==> src/pkg/sps_pkg.sv <==
package sps_pkg;
	// device register addresses on the parallel port
	localparam logic [5:0] ADDR_PAGE = 6'h00;
	localparam logic [5:0] ADDR_CMD = 6'h01;
	localparam logic [5:0] ADDR_CTRL = 6'h09;
	localparam logic [5:0] ADDR_TXCTRL = 6'h11;
	localparam logic [5:0] ADDR_CFG_LO = 6'h10;
	localparam logic [5:0] ADDR_CFG_HI = 6'h2F;
	// control register fields
	localparam int CTRL_SLEEP_BIT = 0;
	localparam int CTRL_STANDBY_BIT = 1;
	localparam int CTRL_RXAUTO_BIT = 2;
	// transmitter control fields
	localparam int TX_ONE_EN_BIT = 0;
	localparam int TX_TWO_EN_BIT = 1;
	localparam int TX_TWO_INV_BIT = 3;
	// command codes and page values
	localparam logic [5:0] CMD_STARTUP = 6'h3F;
	localparam logic [5:0] CMD_IDLE = 6'h00;
	localparam logic [7:0] PAGE_DETECT = 8'h80;
	localparam logic [7:0] PAGE_LINEAR = 8'h00;
	localparam logic [7:0] PAGE_RESET = 8'h80;
	localparam logic [7:0] CTRL_RESET = 8'h00;
	// phase lengths in clock cycles (standby exit in oscillator ticks), configuration byte count
	localparam int RESET_CYC = 512;
	localparam int INIT_CYC = 128;
	localparam int SLEEP_EXIT_CYC = 512;
	localparam int STANDBY_EXIT_TICKS = 4;
	localparam int CFG_BYTES = 32;
	// host timing: power-down pin pulse
	localparam int CLK_HZ = 25000000;
	localparam int PD_MIN_US = 100;
	localparam int PD_CYC = (PD_MIN_US * (CLK_HZ / 1000000));
	// host apb register offsets
	localparam logic [7:0] APB_CTRL = 8'h00;
	localparam logic [7:0] APB_STATUS = 8'h04;
	localparam logic [7:0] APB_ACCESS = 8'h08;
	// device start-up phases
	typedef enum logic [1:0] {PH_HPD, PH_RESET, PH_INIT, PH_RUN} sps_phase_t;
	// host sequencer states
	typedef enum logic [2:0] {HS_IDLE, HS_PD, HS_POLL, HS_PAGE80, HS_CHECK, HS_PAGE00,
		HS_USER} sps_hstate_t;
endpackage : sps_pkg

==> src/pkg/sps_link_if.sv <==
`timescale 1ns/1ns
`default_nettype none
interface sps_link_if;
	logic pd_pin; // power-down reset pin, high = hard power-down
	logic req; // host access request, held until ack
	logic we; // 1 = write
	logic [5:0] addr; // register address
	logic [7:0] wdata; // write data
	logic ack; // device answer, one cycle
	logic [7:0] rdata; // read data, valid with ack
	modport dev (input pd_pin, input req, input we, input addr, input wdata,
		output ack, output rdata);
	modport host (output pd_pin, output req, output we, output addr, output wdata,
		input ack, input rdata);
endinterface : sps_link_if
`default_nettype wire

==> src/hw/sps_device.sv <==
// The implementer's own choices: the parallel link port and the address map.
`timescale 1ns/1ns
`default_nettype none
module sps_device
	import sps_pkg::*;
(
	input wire logic I_CLK,
	input wire logic I_SYS_RST,
	input wire logic I_CE,
	input wire logic I_POR,
	input wire logic I_OSC_STABLE,
	input wire logic I_OSC_TICK,
	input wire logic I_RX_BUSY,
	input wire logic [7:0] I_NV_DATA,
	sps_link_if.dev LINK,
	output logic [5:0] O_NV_ADDR,
	output logic O_OSC_RUN,
	output logic O_OSC_IN_PULLDOWN,
	output logic O_OSC_OUT_HIGH,
	output logic O_SINKS_ON,
	output logic O_DIG_CLK_ON,
	output logic O_INPUT_ISOLATE,
	output logic O_RX_POWER,
	output logic O_TX1,
	output logic O_TX2,
	output logic [5:0] O_CMD,
	output logic O_IF_READY,
	output logic O_LINEAR
);
	// three-stage pin synchronisers: por, osc stable, osc tick
	logic [2:0] pin_in;
	logic [2:0] s1_reg;
	logic [2:0] s2_reg;
	logic [2:0] s3_reg;
	logic [2:0] flt_reg; // value accepted once stages two and three agree
	logic tick_prev_reg;
	assign pin_in = {I_OSC_TICK, I_OSC_STABLE, I_POR};

	genvar gi;
	generate
		for (gi = 0; gi < 3; gi++)
		begin : g_sync
			// first stage feeds only the second stage
			always_ff @(posedge I_CLK)
			begin
				if (I_SYS_RST)
				begin
					s1_reg[gi] <= 1'b0;
					s2_reg[gi] <= 1'b0;
					s3_reg[gi] <= 1'b0;
					flt_reg[gi] <= 1'b0;
				end
				else if (I_CE)
				begin
					s1_reg[gi] <= pin_in[gi];
					s2_reg[gi] <= s1_reg[gi];
					s3_reg[gi] <= s2_reg[gi];
					if (s2_reg[gi] == s3_reg[gi])
						flt_reg[gi] <= s3_reg[gi];
				end
			end
		end
	endgenerate

	// state
	sps_phase_t phase_reg;
	logic [9:0] cnt_reg; // phase cycle counter
	logic [7:0] cfg_mem [0:CFG_BYTES-1]; // copied configuration bytes
	logic [5:0] cmd_reg;
	logic [7:0] page_reg;
	logic sleep_reg; // soft sleep bit as read back
	logic sleep_exit_reg; // exit countdown running
	logic [9:0] sleep_cnt_reg;
	logic standby_reg;
	logic standby_exit_reg;
	logic [2:0] stby_cnt_reg;
	logic rx_auto_reg;
	logic if_init_reg; // detection access seen
	logic linear_reg;
	logic ack_reg;
	logic [7:0] rdata_reg;
	logic tx1_reg;
	logic tx2_reg;

	// decode
	wire hpd_req = LINK.pd_pin | flt_reg[0];
	wire in_hpd = (phase_reg == PH_HPD);
	wire osc_tick = flt_reg[2] & ~tick_prev_reg;
	// inputs are isolated in hard power-down, so no access is taken
	wire acc = LINK.req & ~ack_reg & ~in_hpd & ~hpd_req;
	wire run = (phase_reg == PH_RUN);
	wire wr = acc & LINK.we & run; // start-up ignores writes
	wire wr_ctrl = wr & (LINK.addr == ADDR_CTRL);
	wire wr_page = wr & (LINK.addr == ADDR_PAGE);
	wire wr_cmd = wr & (LINK.addr == ADDR_CMD);
	wire in_cfg = (LINK.addr >= ADDR_CFG_LO) && (LINK.addr <= ADDR_CFG_HI);
	wire wr_cfg = wr & in_cfg;
	wire [4:0] cfg_idx = 5'(LINK.addr - ADDR_CFG_LO);
	wire [4:0] tx_idx = 5'(ADDR_TXCTRL - ADDR_CFG_LO);
	wire [7:0] txc = cfg_mem[tx_idx];
	wire [7:0] ctrl_rd = {5'h00, rx_auto_reg, standby_reg, sleep_reg};
	wire [7:0] rd_mux = (LINK.addr == ADDR_PAGE) ? page_reg :
		(LINK.addr == ADDR_CMD) ? {2'b00, cmd_reg} :
		(LINK.addr == ADDR_CTRL) ? ctrl_rd :
		in_cfg ? cfg_mem[cfg_idx] : 8'h00;
	wire init_copy = (phase_reg == PH_INIT) && (cnt_reg < 10'(CFG_BYTES));
	wire [4:0] copy_idx = cnt_reg[4:0];
	// last init cycle with no power-down pending: run starts at the next edge
	wire init_last = (phase_reg == PH_INIT) && (cnt_reg == 10'(INIT_CYC - 1)) && ~hpd_req;

	// phase sequencer: hard power-down, reset, init, run
	always_ff @(posedge I_CLK)
	begin
		if (I_SYS_RST)
		begin
			phase_reg <= PH_HPD;
			cnt_reg <= 10'h000;
		end
		else if (I_CE)
		begin
			if (hpd_req)
			begin
				phase_reg <= PH_HPD;
				cnt_reg <= 10'h000;
			end
			else
			begin
				case (phase_reg)
					PH_HPD:
						if (flt_reg[1])
							phase_reg <= PH_RESET;
					PH_RESET:
						if (cnt_reg == 10'(RESET_CYC - 1))
						begin
							phase_reg <= PH_INIT;
							cnt_reg <= 10'h000;
						end
						else
							cnt_reg <= cnt_reg + 10'h001;
					PH_INIT:
						if (cnt_reg == 10'(INIT_CYC - 1))
						begin
							phase_reg <= PH_RUN;
							cnt_reg <= 10'h000;
						end
						else
							cnt_reg <= cnt_reg + 10'h001;
					PH_RUN:
						cnt_reg <= 10'h000;
					default:
						phase_reg <= PH_HPD;
				endcase
			end
		end
	end

	// configuration bytes: nonvolatile copy in init, host writes in run
	always_ff @(posedge I_CLK)
	begin
		if (I_CE && init_copy)
			cfg_mem[copy_idx] <= I_NV_DATA;
		else if (I_CE && wr_cfg)
			cfg_mem[cfg_idx] <= LINK.wdata;
	end

	// command and interface detection
	always_ff @(posedge I_CLK)
	begin
		if (I_SYS_RST)
		begin
			cmd_reg <= CMD_STARTUP;
			page_reg <= PAGE_RESET;
			if_init_reg <= 1'b0;
			linear_reg <= 1'b0;
		end
		else if (I_CE)
		begin
			if (!run)
			begin
				// idle is loaded on the edge that ends init, so it shows from the first run cycle
				cmd_reg <= init_last ? CMD_IDLE : CMD_STARTUP;
				page_reg <= PAGE_RESET;
				if_init_reg <= 1'b0;
				linear_reg <= 1'b0;
			end
			else
			begin
				if (wr_cmd)
					cmd_reg <= LINK.wdata[5:0];
				if (wr_page)
				begin
					page_reg <= LINK.wdata;
					if (LINK.wdata == PAGE_DETECT)
						if_init_reg <= 1'b1;
					else if (LINK.wdata == PAGE_LINEAR && if_init_reg)
						linear_reg <= 1'b1;
				end
			end
		end
	end

	// idle command appears the cycle run is entered
	// (cmd_reg holds 3Fh through init; see previous process)

	// power modes: soft sleep and standby with delayed exit
	always_ff @(posedge I_CLK)
	begin
		if (I_SYS_RST)
		begin
			sleep_reg <= 1'b0;
			sleep_exit_reg <= 1'b0;
			sleep_cnt_reg <= 10'h000;
			standby_reg <= 1'b0;
			standby_exit_reg <= 1'b0;
			stby_cnt_reg <= 3'h0;
			rx_auto_reg <= 1'b0;
			tick_prev_reg <= 1'b0;
		end
		else if (I_CE)
		begin
			tick_prev_reg <= flt_reg[2];
			if (!run)
			begin
				// presets in reset phase, cleared by hard power-down
				sleep_reg <= 1'b0;
				sleep_exit_reg <= 1'b0;
				standby_reg <= 1'b0;
				standby_exit_reg <= 1'b0;
				rx_auto_reg <= CTRL_RESET[CTRL_RXAUTO_BIT];
			end
			else
			begin
				if (wr_ctrl)
					rx_auto_reg <= LINK.wdata[CTRL_RXAUTO_BIT];
				// a new set wins over a pending exit
				if (wr_ctrl && LINK.wdata[CTRL_SLEEP_BIT])
				begin
					sleep_reg <= 1'b1;
					sleep_exit_reg <= 1'b0;
				end
				else if (wr_ctrl && sleep_reg && !sleep_exit_reg)
				begin
					sleep_exit_reg <= 1'b1;
					sleep_cnt_reg <= 10'h000;
				end
				else if (sleep_exit_reg)
				begin
					if (sleep_cnt_reg == 10'(SLEEP_EXIT_CYC - 1))
					begin
						sleep_reg <= 1'b0;
						sleep_exit_reg <= 1'b0;
					end
					else
						sleep_cnt_reg <= sleep_cnt_reg + 10'h001;
				end
				if (wr_ctrl && LINK.wdata[CTRL_STANDBY_BIT])
				begin
					standby_reg <= 1'b1;
					standby_exit_reg <= 1'b0;
				end
				else if (wr_ctrl && standby_reg && !standby_exit_reg)
				begin
					standby_exit_reg <= 1'b1;
					stby_cnt_reg <= 3'h0;
				end
				else if (standby_exit_reg && osc_tick)
				begin
					if (stby_cnt_reg == 3'(STANDBY_EXIT_TICKS - 1))
					begin
						standby_reg <= 1'b0;
						standby_exit_reg <= 1'b0;
					end
					else
						stby_cnt_reg <= stby_cnt_reg + 3'h1;
				end
			end
		end
	end

	// access answer and frozen pin levels
	always_ff @(posedge I_CLK)
	begin
		if (I_SYS_RST)
		begin
			ack_reg <= 1'b0;
			rdata_reg <= 8'h00;
			tx1_reg <= 1'b0;
			tx2_reg <= 1'b0;
		end
		else if (I_CE)
		begin
			ack_reg <= acc;
			if (acc)
				rdata_reg <= rd_mux;
			// transmitter levels are latched outside hard power-down only
			if (!in_hpd)
			begin
				tx1_reg <= txc[TX_ONE_EN_BIT];
				tx2_reg <= txc[TX_TWO_EN_BIT] & ~txc[TX_TWO_INV_BIT];
			end
		end
	end

	assign LINK.ack = ack_reg;
	assign LINK.rdata = rdata_reg;
	assign O_NV_ADDR = 6'(ADDR_CFG_LO + 6'(copy_idx));
	assign O_OSC_RUN = ~in_hpd & ~sleep_reg;
	assign O_OSC_IN_PULLDOWN = in_hpd;
	assign O_OSC_OUT_HIGH = in_hpd;
	assign O_SINKS_ON = ~in_hpd & ~sleep_reg & ~standby_reg;
	assign O_DIG_CLK_ON = ~in_hpd & ~standby_reg;
	assign O_INPUT_ISOLATE = in_hpd;
	assign O_RX_POWER = ~in_hpd & ~sleep_reg & (~rx_auto_reg | I_RX_BUSY);
	assign O_TX1 = tx1_reg;
	assign O_TX2 = tx2_reg;
	assign O_CMD = cmd_reg;
	assign O_IF_READY = if_init_reg;
	assign O_LINEAR = linear_reg;
endmodule : sps_device
`default_nettype wire

==> src/flat_wrapper.sv <==
// flat-port wrapper written by rule: the top's interface ports become plain ports
module sps_device_flat import sps_pkg::*;
  (I_CLK, I_SYS_RST, I_CE, I_POR, I_OSC_STABLE, I_OSC_TICK, I_RX_BUSY, I_NV_DATA, O_NV_ADDR, O_OSC_RUN, O_OSC_IN_PULLDOWN, O_OSC_OUT_HIGH, O_SINKS_ON, O_DIG_CLK_ON, O_INPUT_ISOLATE, O_RX_POWER, O_TX1, O_TX2, O_CMD, O_IF_READY, O_LINEAR, LINK_pd_pin, LINK_req, LINK_we, LINK_addr, LINK_wdata, LINK_ack, LINK_rdata);
  sps_link_if LINK_i ();
  input wire logic I_CLK;
  input wire logic I_SYS_RST;
  input wire logic I_CE;
  input wire logic I_POR;
  input wire logic I_OSC_STABLE;
  input wire logic I_OSC_TICK;
  input wire logic I_RX_BUSY;
  input wire logic [7:0] I_NV_DATA;
  output logic [5:0] O_NV_ADDR;
  output logic O_OSC_RUN;
  output logic O_OSC_IN_PULLDOWN;
  output logic O_OSC_OUT_HIGH;
  output logic O_SINKS_ON;
  output logic O_DIG_CLK_ON;
  output logic O_INPUT_ISOLATE;
  output logic O_RX_POWER;
  output logic O_TX1;
  output logic O_TX2;
  output logic [5:0] O_CMD;
  output logic O_IF_READY;
  output logic O_LINEAR;
  input wire logic [$bits(LINK_i.pd_pin)-1:0] LINK_pd_pin;
  input wire logic [$bits(LINK_i.req)-1:0] LINK_req;
  input wire logic [$bits(LINK_i.we)-1:0] LINK_we;
  input wire logic [$bits(LINK_i.addr)-1:0] LINK_addr;
  input wire logic [$bits(LINK_i.wdata)-1:0] LINK_wdata;
  output wire logic [$bits(LINK_i.ack)-1:0] LINK_ack;
  output wire logic [$bits(LINK_i.rdata)-1:0] LINK_rdata;
  assign LINK_i.pd_pin = LINK_pd_pin;
  assign LINK_i.req = LINK_req;
  assign LINK_i.we = LINK_we;
  assign LINK_i.addr = LINK_addr;
  assign LINK_i.wdata = LINK_wdata;
  assign LINK_ack = LINK_i.ack;
  assign LINK_rdata = LINK_i.rdata;
  sps_device u_core (.I_CLK(I_CLK), .I_SYS_RST(I_SYS_RST), .I_CE(I_CE), .I_POR(I_POR), .I_OSC_STABLE(I_OSC_STABLE), .I_OSC_TICK(I_OSC_TICK), .I_RX_BUSY(I_RX_BUSY), .I_NV_DATA(I_NV_DATA), .LINK(LINK_i), .O_NV_ADDR(O_NV_ADDR), .O_OSC_RUN(O_OSC_RUN), .O_OSC_IN_PULLDOWN(O_OSC_IN_PULLDOWN), .O_OSC_OUT_HIGH(O_OSC_OUT_HIGH), .O_SINKS_ON(O_SINKS_ON), .O_DIG_CLK_ON(O_DIG_CLK_ON), .O_INPUT_ISOLATE(O_INPUT_ISOLATE), .O_RX_POWER(O_RX_POWER), .O_TX1(O_TX1), .O_TX2(O_TX2), .O_CMD(O_CMD), .O_IF_READY(O_IF_READY), .O_LINEAR(O_LINEAR));
endmodule
==> config.mk <==
export PLATFORM = sky130hd
export DESIGN_NAME = sps_device_flat
export DESIGN_NICKNAME = d
export VERILOG_FILES = /design/src/pkg/sps_pkg.sv /design/src/pkg/sps_link_if.sv /design/src/hw/sps_device.sv /design/src/flat_wrapper.sv
export SDC_FILE = /design/constraint.sdc
export NUM_CORES = 1
export LEC_CHECK = 0
export BUFFER_PORTS_ARGS = -buffer_cell sky130_fd_sc_hd__buf_2
export CORE_MARGIN = 2
export CORE_UTILIZATION = 38
export DETAILED_ROUTE_END_ITERATION = 10
export GPL_TIMING_DRIVEN = 0
export SYNTH_ARGS = -nofsm -noshare
export SYNTH_HDL_FRONTEND = slang
export SYNTH_SLANG_ARGS = --single-unit
==> constraint.sdc <==
create_clock -name I_CLK -period 3.5 [get_ports I_CLK]
set_input_delay 0.7 -clock I_CLK [delete_from_list [all_inputs] [get_ports I_CLK]]
set_output_delay 0.7 -clock I_CLK [all_outputs]
set_load 0.03 [all_outputs]
* Word level (Yosys, flattened, before mapping) *
Memories as Yosys holds them, arrays and structs flattened.
Index checks and enable logic that the tools add are counted.

storage, ports and cells
  word-level logic and storage cells = 198
  memories = 1
  bits in registers = 70
  output and inout bits = 32
  RAM bits = 256

memory list
  name            depth  width  read ports  clocked after memory_dff  write ports  line              RTL
  u_core.cfg_mem  32     8      2           0                         1            sps_device.sv:68  logic [7:0] cfg_mem [0:CFG_BYTES-1];

operators by class
  reductions and logical operators = 41
  equal/unequal tests = 32
  bitwise operators = 27
  mux-type cells = 59
  add/subtract/negate cells = 5
  magnitude comparators = 3

operators with widths
  operator                 number
  $mux W10                 6
  $mux W8                  7
  $mux W1                  33
  $pmux W10 S3             1
  $add A10 B1 Y10 const B  2
  $eq A10 B9 Y1 const B    2
  $mux W6                  3
  $reduce_and A2 Y1        9
  $and A1 B1 Y1            15
  $ne A3 B3 Y1 const B     5
  $reduce_and A5 Y1        3
  $logic_and A1 B1 Y1      14
  $ne A2 B2 Y1 const B     6
  $reduce_and A4 Y1        3
  $eq A10 B7 Y1 const B    1
  $lt A10 B6 Y1 const B    1
  $not A1 Y1               10
  $mux W3                  3
  $eq A8 B8 Y1 const B     1
  $logic_not A8 Y1         1
  $mux W2                  4
  $ne A4 B4 Y1 const B     2
  $reduce_bool A4 Y1       2
  $reduce_or A8 Y1         1
  22 further kinds         32

* Logic depth before layout (Yosys ltp) *
Gate-level depths: netlist of the first run.

  depth in word-level cells = 13
  depth in mapped cells = 10
  depth with buffers taken out = 7

* Least setup slack after synthesis of the first run *
No wires, ideal clock.

  path kind = register to register
  start point = register u_core.phase_reg[0]
  end point = memory u_core.cfg_mem[5][0] (enable)
  required time = 3.130 ns
  arrival = 2.596 ns
  setup time = 0.370 ns
  slack = 0.533 ns
  cell stages (with the launch flop) = 10
  period minus slack after synthesis = 2.967 ns
  path buffers = 2
  cell sequence = dfxtp_1 -> inv_1 -> ha_1 -> clkbuf_1 -> nor2b_1 -> nand4_1 -> nor2_2 -> buf_2 -> a31oi_2 -> nor2_1

on the way
  word-level cells in the longest chain between the ends = 13
  elaborated cells on any way between the ends = 20
  classes of those cells = 2 x eq/ne; 7 x mux; 6 x bitwise; 5 x reduce/logical

RTL lines
  item                                                        line                RTL
  start, declared                                             sps_device.sv:66    sps_phase_t phase_reg;
  start signal, assigned                                      sps_device.sv:116   phase_reg <= PH_HPD;
  start signal, assigned                                      sps_device.sv:123   phase_reg <= PH_HPD;
  start signal, assigned                                      sps_device.sv:131   phase_reg <= PH_RESET;
  $logic_not A2 Y1 *                                          sps_device.sv:87    wire in_hpd = (phase_reg == PH_HPD);
  named net O_INPUT_ISOLATE                                   flat_wrapper.sv:19  output logic O_INPUT_ISOLATE;
  $not A1 Y1 (no source line) *                               n/a
  $and A1 B1 Y1 * (2 in series)                               sps_device.sv:90    wire acc = LINK.req & ~ack_reg & ~in_hpd & ~hpd_req;
  $and A1 B1 Y1 * (2 in series)                               sps_device.sv:92    wire wr = acc & LINK.we & run;
  $and A1 B1 Y1 *                                             sps_device.sv:97    wire wr_cfg = wr & in_cfg;
  $logic_and A1 B1 Y1 *                                       sps_device.sv:162   else if (I_CE && wr_cfg)
  $mux W1 *                                                   sps_device.sv:162
  $mux W1 *                                                   sps_device.sv:160   if (I_CE && init_copy)
  $mux W1 (implied by the code) *                             sps_device.sv:163   cfg_mem[cfg_idx] <= LINK.wdata;
  $reduce_or A8 Y1 (no source line)                           n/a
  $mux W5 (no source line) / $mux W1 (equally long branches)  n/a
  end, declared                                               sps_device.sv:68

Mark *: on every way through the listed nets, which the timed path passes. The rest lies on a longest branch.

* Worst setup path in the final report of the first run *
  start point = register u_core.phase_reg[0]
  end point = memory u_core.cfg_mem[27][1] (enable)

on the way
  word-level cells in the longest chain between the ends = 13
  elaborated cells on any way between the ends = 20
  classes of those cells = 2 x eq/ne; 7 x mux; 6 x bitwise; 5 x reduce/logical

RTL lines
  item                                                        line
  $logic_not A2 Y1                                            sps_device.sv:87
  $not A1 Y1 (no source line)                                 n/a
  $and A1 B1 Y1 (2 in series)                                 sps_device.sv:90
  $and A1 B1 Y1 (2 in series)                                 sps_device.sv:92
  $and A1 B1 Y1                                               sps_device.sv:97
  $logic_and A1 B1 Y1                                         sps_device.sv:162
  $mux W1                                                     sps_device.sv:162
  $mux W1                                                     sps_device.sv:160
  $mux W1 (implied by the code)                               sps_device.sv:163
  $reduce_or A8 Y1 (no source line)                           n/a
  $mux W5 (no source line) / $mux W1 (equally long branches)  n/a

Several ways; a longest one is shown, not always the timed one.

==> results.yml, run 1 <==
critical_path:
  worst-setup-path-type: "reg -> reg"
  timing.rr.end: "u_core.cfg_mem[27][1]$_DFFE_PP_"
  r2r-start: "u_core.phase_reg[0]$_SDFFE_PP0P_"
  r2r_slack_ns: 0.06
  reg2regPathDepth: 9
  cp.required_ns: 3.68
  setup.worst_path.start: "u_core.phase_reg[0]$_SDFFE_PP0P_"
  cp.arrival_ns: 3.62
  crit_path_end_kind: "flop"
  start_kind: "flop"
  cp_max_fo: 10
  endpoint: "u_core.cfg_mem[27][1]$_DFFE_PP_"
grt:
  grt_max_degree: 33
  grt_remaining_overflow: 0
  gr-max-usage-layer: "met2"
  use_met1: 0.2716
  use_met3: 0.03816
  first_global_vias: 8818
  grt_pass1_wl_mm: 56.20
  gr-usage-met2: 0.3149
  grtUsageTotal: 0.1965
  antenna_found_initial: 0
layout:
  syn_to_final_growth_pct: 16.31
  fin_util: 0.4484
  finish.instance_area_um2: 16420
  drive_above_1_share: 0.2420
  largest_reg_flops: 256
  nets: 1103
  antenna_cells: 0
  final_cells: 1555
synth:
  ys_warn_count: 0
  synthCells: 963
  synth_top_family_by_area: "multiplexers"
  yosysSeqAreaShare: 0.6440
  synth_xor_xnor_area_share: 0
  synthMuxAreaShare: 0.1281
  synth.distinct_cells: 75
  ys_ff_latch: 326
  synthAdderAreaFrac: 0.008865
  yosys.area_share.simple: 0.09246
  synth_ff_type: "edfxtp_1"
  synth-compound-area-share: 0.09761
  async_flop_share: 0
  syn_avg_cell_area_um2: 14.66
  synth_area_um2: 14110
  synth_edf_count: 256
  synth_fp_nets: 1005
outcome:
  status: "completed"
drt:
  wl_per_cell_um: 24.62
  wl_mm: 38.28
  drcViolationCount: 0
  ant_nets: 0
  first_iter_violations: 637
  drtPass1Iterations: 7
  vias_per_cell: 5.873
  vias: 9132
power:
  power.total_mw: 8.264
  powerDensity_nw_per_um2: 503.4
  vdd_drop_max_mv: 0.2926
  p_leak_nw: 5.274
floorplanning:
  coreArea_um2: 36610
  num_rows: 70
  fp.dieW_um: 196.7
  start_util: 0.3855
  die_y_um: 196.7
  die_area_um2: 38700
  ios: 64
timing:
  max_slew.worst_pin.slew_ns: 1.125
  slew_headroom: 0.2465
  fin_skew_ns: 0.009243
  setup_violations: 0
  drv_slew: 0
  worst_hold_slack_ns: 0.4111
  hold_viol_final: 0
  period_needed_ns: 3.440
  fin_crit_sh: 0.9827
  max_freq_ghz: 0.2907
clock_network:
  cts_tree: "yes"
  cts_buffers: 34
  clockRootBuffer: "clkbuf_16"
  path_clk_slew_ns: 0.06
  hold_buffers: 0
  clkSinkCount: 326
  htreeDepth: 2
  clock_path_buffers: 3
  clk_latency_ns: 0.53
placement:
  place_area_um2: 15000
  place_congestion: 0.8600
  place_inst: 1492
  place_hpwl_mm: 25.98
  io_buffers: 61
min_path:
  hp-class: "in -> reg"
job:
  maxCapViolCount: 0
final cells by class:
cell class              instances  area (um^2)
flip-flops and latches        326         9089
fillers                      3250        20190
clock buffers                  44        949.7
inverters                      19        71.32
repair buffers                 62        312.8
well taps                     468        585.6
multi-input cells             558         4890
plain buffers                  60        337.8
clock inverters                18        180.2
worst max-delay path, stage by stage, from the launching register on:
cell	delay, ns
dfxtp_1	0.44
inv_1	0.10
ha_1	0.25
clkbuf_1	0.24
nor2b_1	0.33
nand4_1	0.13
buf_4	0.20
o2111a_1	0.24
a31oi_1	0.82
nor2_2	0.33
layer usage:
| layer | vias to the layer above | share of wire |
|---|---|---|
| met5 | - | 0 |
| met4 | 0 | 0.029 |
| met3 | 70 | 0.075 |
| met2 | 370 | 0.46 |
| met1 | 4671 | 0.43 |
| li1 | 4021 | - |
cell families after synthesis:
| group | after synthesis |
|---|---|
| flops | 326 |
| compound gates | 191 |
| mux | 113 |
| buf+inv | 79 |
| fa+ha+maj | 10 |
| simple gates | 244 |
layout by cell type, fill, tap and decap left out, types with 10 or more instances in the layout:
cell	count
a21oi_1	44
clkbuf_1	32
nor2_1	47
mux4_2	53
nand2_1	40
nand4_1	10
ha_1	10
edfxtp_1	256
buf_2	73
dfxtp_1	70
o21ai_0	34
nor2_4	27
nor3_1	18
inv_1	18
nand3_1	20
buf_4	12
mux2i_1	49
o31ai_1	11
clkbuf_16	35
cells in the mapped netlist (11+ instances only):
master | number | area, um^2
a21oi_1 | 44 | 220.2
buf_2 | 12 | 60.06
buf_4 | 11 | 82.58
clkbuf_1 | 27 | 101.4
dfxtp_1 | 70 | 1401
edfxtp_1 | 256 | 7687
inv_1 | 18 | 67.56
mux2_2 | 11 | 123.9
mux2i_1 | 49 | 490.5
mux4_2 | 53 | 1194
nand2_1 | 40 | 150.1
nand3_1 | 20 | 100.1
nor2_1 | 79 | 296.5
nor3_1 | 18 | 90.09
o21ai_0 | 34 | 170.2
o31ai_1 | 11 | 82.58
worst min-delay path by stage:
stage / start / end / cells past startpoint
finish: I_OSC_STABLE / u_core.s1_reg[1]$_SDFFE_PP0P_ / 3
global route: I_OSC_STABLE / u_core.s1_reg[1]$_SDFFE_PP0P_ / 3
CTS: I_OSC_STABLE / u_core.s1_reg[1]$_SDFFE_PP0P_ / 3
detailed placement: u_core.O_LINEAR$_SDFFE_PP0P_ / u_core.O_LINEAR$_SDFFE_PP0P_ / 1
global placement: u_core.O_LINEAR$_SDFFE_PP0P_ / u_core.O_LINEAR$_SDFFE_PP0P_ / 1
floorplan: u_core.sleep_cnt_reg[6]$_SDFFE_PP0P_ / u_core.sleep_cnt_reg[6]$_SDFFE_PP0P_ / 2
repair_timing:
item,CTS,global route
resized for setup,20,50
setup endpoints to repair,320,512
pin swaps,0,2
setup buffers,0,1
power by group:
part	leakage (nW)	switching [mW]	total, mW	internal [mW]
sequential	2.86	0.00377	4.18	4.17
clock	0.560	1.52	3.68	2.15
combinational	1.85	0.268	0.412	0.144
metrics by stage:
step / TNS (ns) / worst slack, ns
finish: 0 / 0.06048
global route: -1.123 / -0.08112
CTS: -21.36 / -0.1907
detailed placement: -138.50 / -0.5826
global placement: -133.54 / -0.5308
floorplan: 0 / 0.5335
No activity file was read; power rests on OpenSTA's default activity.
==> run 2: changes to the inputs <==
ABC_AREA = 1   (was not set)
CORE_ASPECT_RATIO = 1.75   (was not set)
MAX_ROUTING_LAYER = met4   (was not set)
==> run 2 against run 1 <==
Against the previous run: the flow now finishes with violations (negative setup slack); clock power decreased by 11%; design area fell by 1.2%; via count grew 20%; largest power group unchanged.
==> results.yml, run 2 <==
synth:
  synth_ff_type: "edfxtp_1"
  synth_fp_nets: 1476
  syn_avg_cell_area_um2: 9.842
  ys_ff_latch: 326
  yosysSeqAreaShare: 0.6440
  synth_common_cells: "369 x nand2_1, 256 x edfxtp_1, 157 x nor2_1"
  yosys.area.top_type_share: 0.5447
  async_flop_share: 0
  synth_top_area_cell: "edfxtp_1"
  synth_edf_count: 256
  synth_area_um2: 14110
  ys_warn_count: 0
  ys_top_cells_by_area: "edfxtp_1 54%, dfxtp_1 9.9%, nand2_1 9.8%, nor2_1 4.2%, o21ai_0 3.7%"
  synthCells: 1434
  post-synth-top-count-cell: "nand2_1"
  synth.distinct_cells: 41
power:
  power_switching_mw: 1.849
  seqPwrFrac: 0.520
  p_comb_frac: 0.072
  power.internal_mw: 6.207
  power.clock.fraction: 0.408
  powerDensity_nw_per_um2: 496.7
  p_leak_nw: 6.152
  power.total_mw: 8.057
  vdd_drop_max_mv: 0.3246
  swShare: 0.2296
timing:
  hold_viol_final: 0
  fin_skew_ns: 0.008240
  setup_ws_ns: -0.1782
  max_freq_ghz: 0.2719
  period_needed_ns: 3.678
  fin_crit_sh: 1.051
  max_slew.worst_pin.slew_ns: 1.190
  slew_headroom: 0.2039
  rsz0062_at_grt: "true"
  setup_violations: 24
  drv_slew: 0
critical_path:
  cp.arrival_ns: 3.86
  start_kind: "flop"
  cp_max_fo: 8
  crit_path_end_kind: "flop"
  r2r-start: "u_core.phase_reg[0]$_SDFFE_PP0P_"
  worst-setup-path-type: "reg -> reg"
  setup.worst_path.start: "u_core.phase_reg[0]$_SDFFE_PP0P_"
  cp.required_ns: 3.69
floorplanning:
  ios: 64
  fp.dieW_um: 149.7
  num_rows: 93
  die_area_um2: 38760
  start_util: 0.3838
  die_y_um: 258.9
  coreArea_um2: 36770
layout:
  syn_to_final_growth_pct: 14.93
  final_cell_mix: "369 x nand2_1, 256 x edfxtp_1, 134 x nor2_1, 116 x inv_1, 96 x o21ai_0"
  nets: 1575
  final_cells: 2029
  mostFrequentLayoutCell: "nand2_1"
  largest_reg_flops: 256
  antenna_cells: 0
  finish.instance_area_um2: 16220
  fin_util: 0.4411
  drive_above_1_share: 0.1306
clock_network:
  htreeDepth: 1
  clock_path_buffers: 3
  postCtsSetupRepairBufs: 0
  clk_latency_ns: 0.57
  cts_tree: "yes"
  path_clk_slew_ns: 0.07
  hold_buffers: 0
  clockRootBuffer: "clkbuf_16"
  cts_buffers: 29
  clkSinkCount: 326
placement:
  place_area_um2: 15190
  pre_cts_ws_ns: -0.5881
  io_buffers: 61
  place_congestion: 1.016
  place_hpwl_mm: 31.53
  place_inst: 1976
grt:
  grt_pass1_wl_mm: 63.58
  grtUsageTotal: 0.2298
  grt_max_degree: 33
  grt_remaining_overflow: 0
  antenna_found_initial: 0
  first_global_vias: 10550
outcome:
  status: "finished with violations"
  violations: "negative setup slack"
min_path:
  min-delay-start: "I_OSC_TICK"
  hp-class: "in -> reg"
drt:
  vias_per_cell: 5.399
  wl_per_cell_um: 21.59
  drcViolationCount: 0
  vias: 10950
  drtPass1Iterations: 6
  wl_mm: 43.81
  first_iter_violations: 827
  ant_nets: 0
job:
  maxCapViolCount: 0
-- run 2: changes by cell type after synthesis, moves of 13 or more --
| cell | previous run | this run |
|---|---|---|
| inv_2 | 0 | 13 |
| a21oi_1 | 44 | 86 |
| nor2_1 | 79 | 157 |
| nand2_1 | 40 | 369 |
| o21ai_0 | 34 | 103 |
| a22oi_1 | 8 | 27 |
| nand3_1 | 20 | 81 |
| mux2i_1 | 49 | 0 |
| mux4_2 | 53 | 0 |
| inv_1 | 18 | 116 |
-- run 2: path summary, 6_finish.rpt --
check | end | slack, ns | cells after the start
setup / recovery | u_core.cfg_mem[22][6]$_DFFE_PP_ | -0.18 | 11
hold / removal | u_core.s1_reg[2]$_SDFFE_PP0P_ | 0.35 | 3
setup reg to reg | u_core.cfg_mem[22][6]$_DFFE_PP_ | -0.18 | 11
hold reg to reg | u_core.LINK.rdata[1]$_SDFFE_PP0P_ | 0.46 | 2
-- run 2: what timing repair did --
item / 4_1_cts / 5_1_grt
gates resized for setup: 1 / 23
setup endpoints to repair: 32 / 272
gates cloned: 0 / 1
pin swaps: 0 / 1
-- run 2: routing by layer --
layer,vias to the layer above,part of all wire,track usage
met5,-,0,-
met4,0,0.082,0.1572
met3,172,0.062,0.02425
met2,526,0.52,0.4139
met1,5195,0.34,0.2301
li1,5061,-,-
-- run 2: worst max-delay path, stage by stage (launching register included) --
cell     delay, ns
dfxtp_1       0.40
inv_1         0.09
ha_1          0.35
inv_2         0.10
nand3_1       0.12
nor2_2        0.16
nand2_2       0.14
inv_2         0.12
nand3_4       0.10
o21ai_1       0.39
nand3_1       0.32
nor2_1        0.98
-- run 2: stage by stage --
step	hold slack [ns]	TNS [ns]
floorplan	0.4371	-64.22
global placement	0.4497	-649.83
detailed placement	0.4564	-114.80
CTS	0.3384	-2.643
global route	0.3548	-11.49
finish	0.3520	-3.363
-- run 2: logic make-up (layout without fill, tap and decap cells) --
| group | count (synthesis) | in the layout | synth area share |
|---|---|---|---|
| and+or+nand+nor | 657 | 657 | 0.1932 |
| DFF | 326 | 326 | 0.6440 |
| AOI/OAI and AO/OA | 242 | 243 | 0.09441 |
| buffers and inverters | 196 | 315 | 0.05754 |
| adders and majority gates | 10 | 10 | 0.008865 |
| xor gates and xnor gates | 2 | 2 | 0.001241 |
| muxes | 1 | 1 | 0.0007978 |
-- run 2: power by group through the flow --
stage               Combinational (mW)  Sequential, mW  Clock [mW]
floorplan                        0.300            4.29           0
global placement                 0.532            4.28           0
detailed placement               0.562            4.28           0
CTS                              0.565            4.19        3.33
global route                     0.614            4.19        3.46
finish                           0.576            4.19        3.29
-- run 2: layout make-up --
| type | instances | area [um^2] |
|---|---|---|
| Buffer | 65 | 320.3 |
| Clock buffer | 34 | 744.5 |
| Clock inverter | 18 | 207.7 |
| Fill cell | 3492 | 20550 |
| Inverter | 131 | 491.7 |
| Multi-Input combinational cell | 913 | 4328 |
| Sequential cell | 326 | 9089 |
| Tap cell | 475 | 594.3 |
| Timing Repair Buffer | 67 | 445.4 |
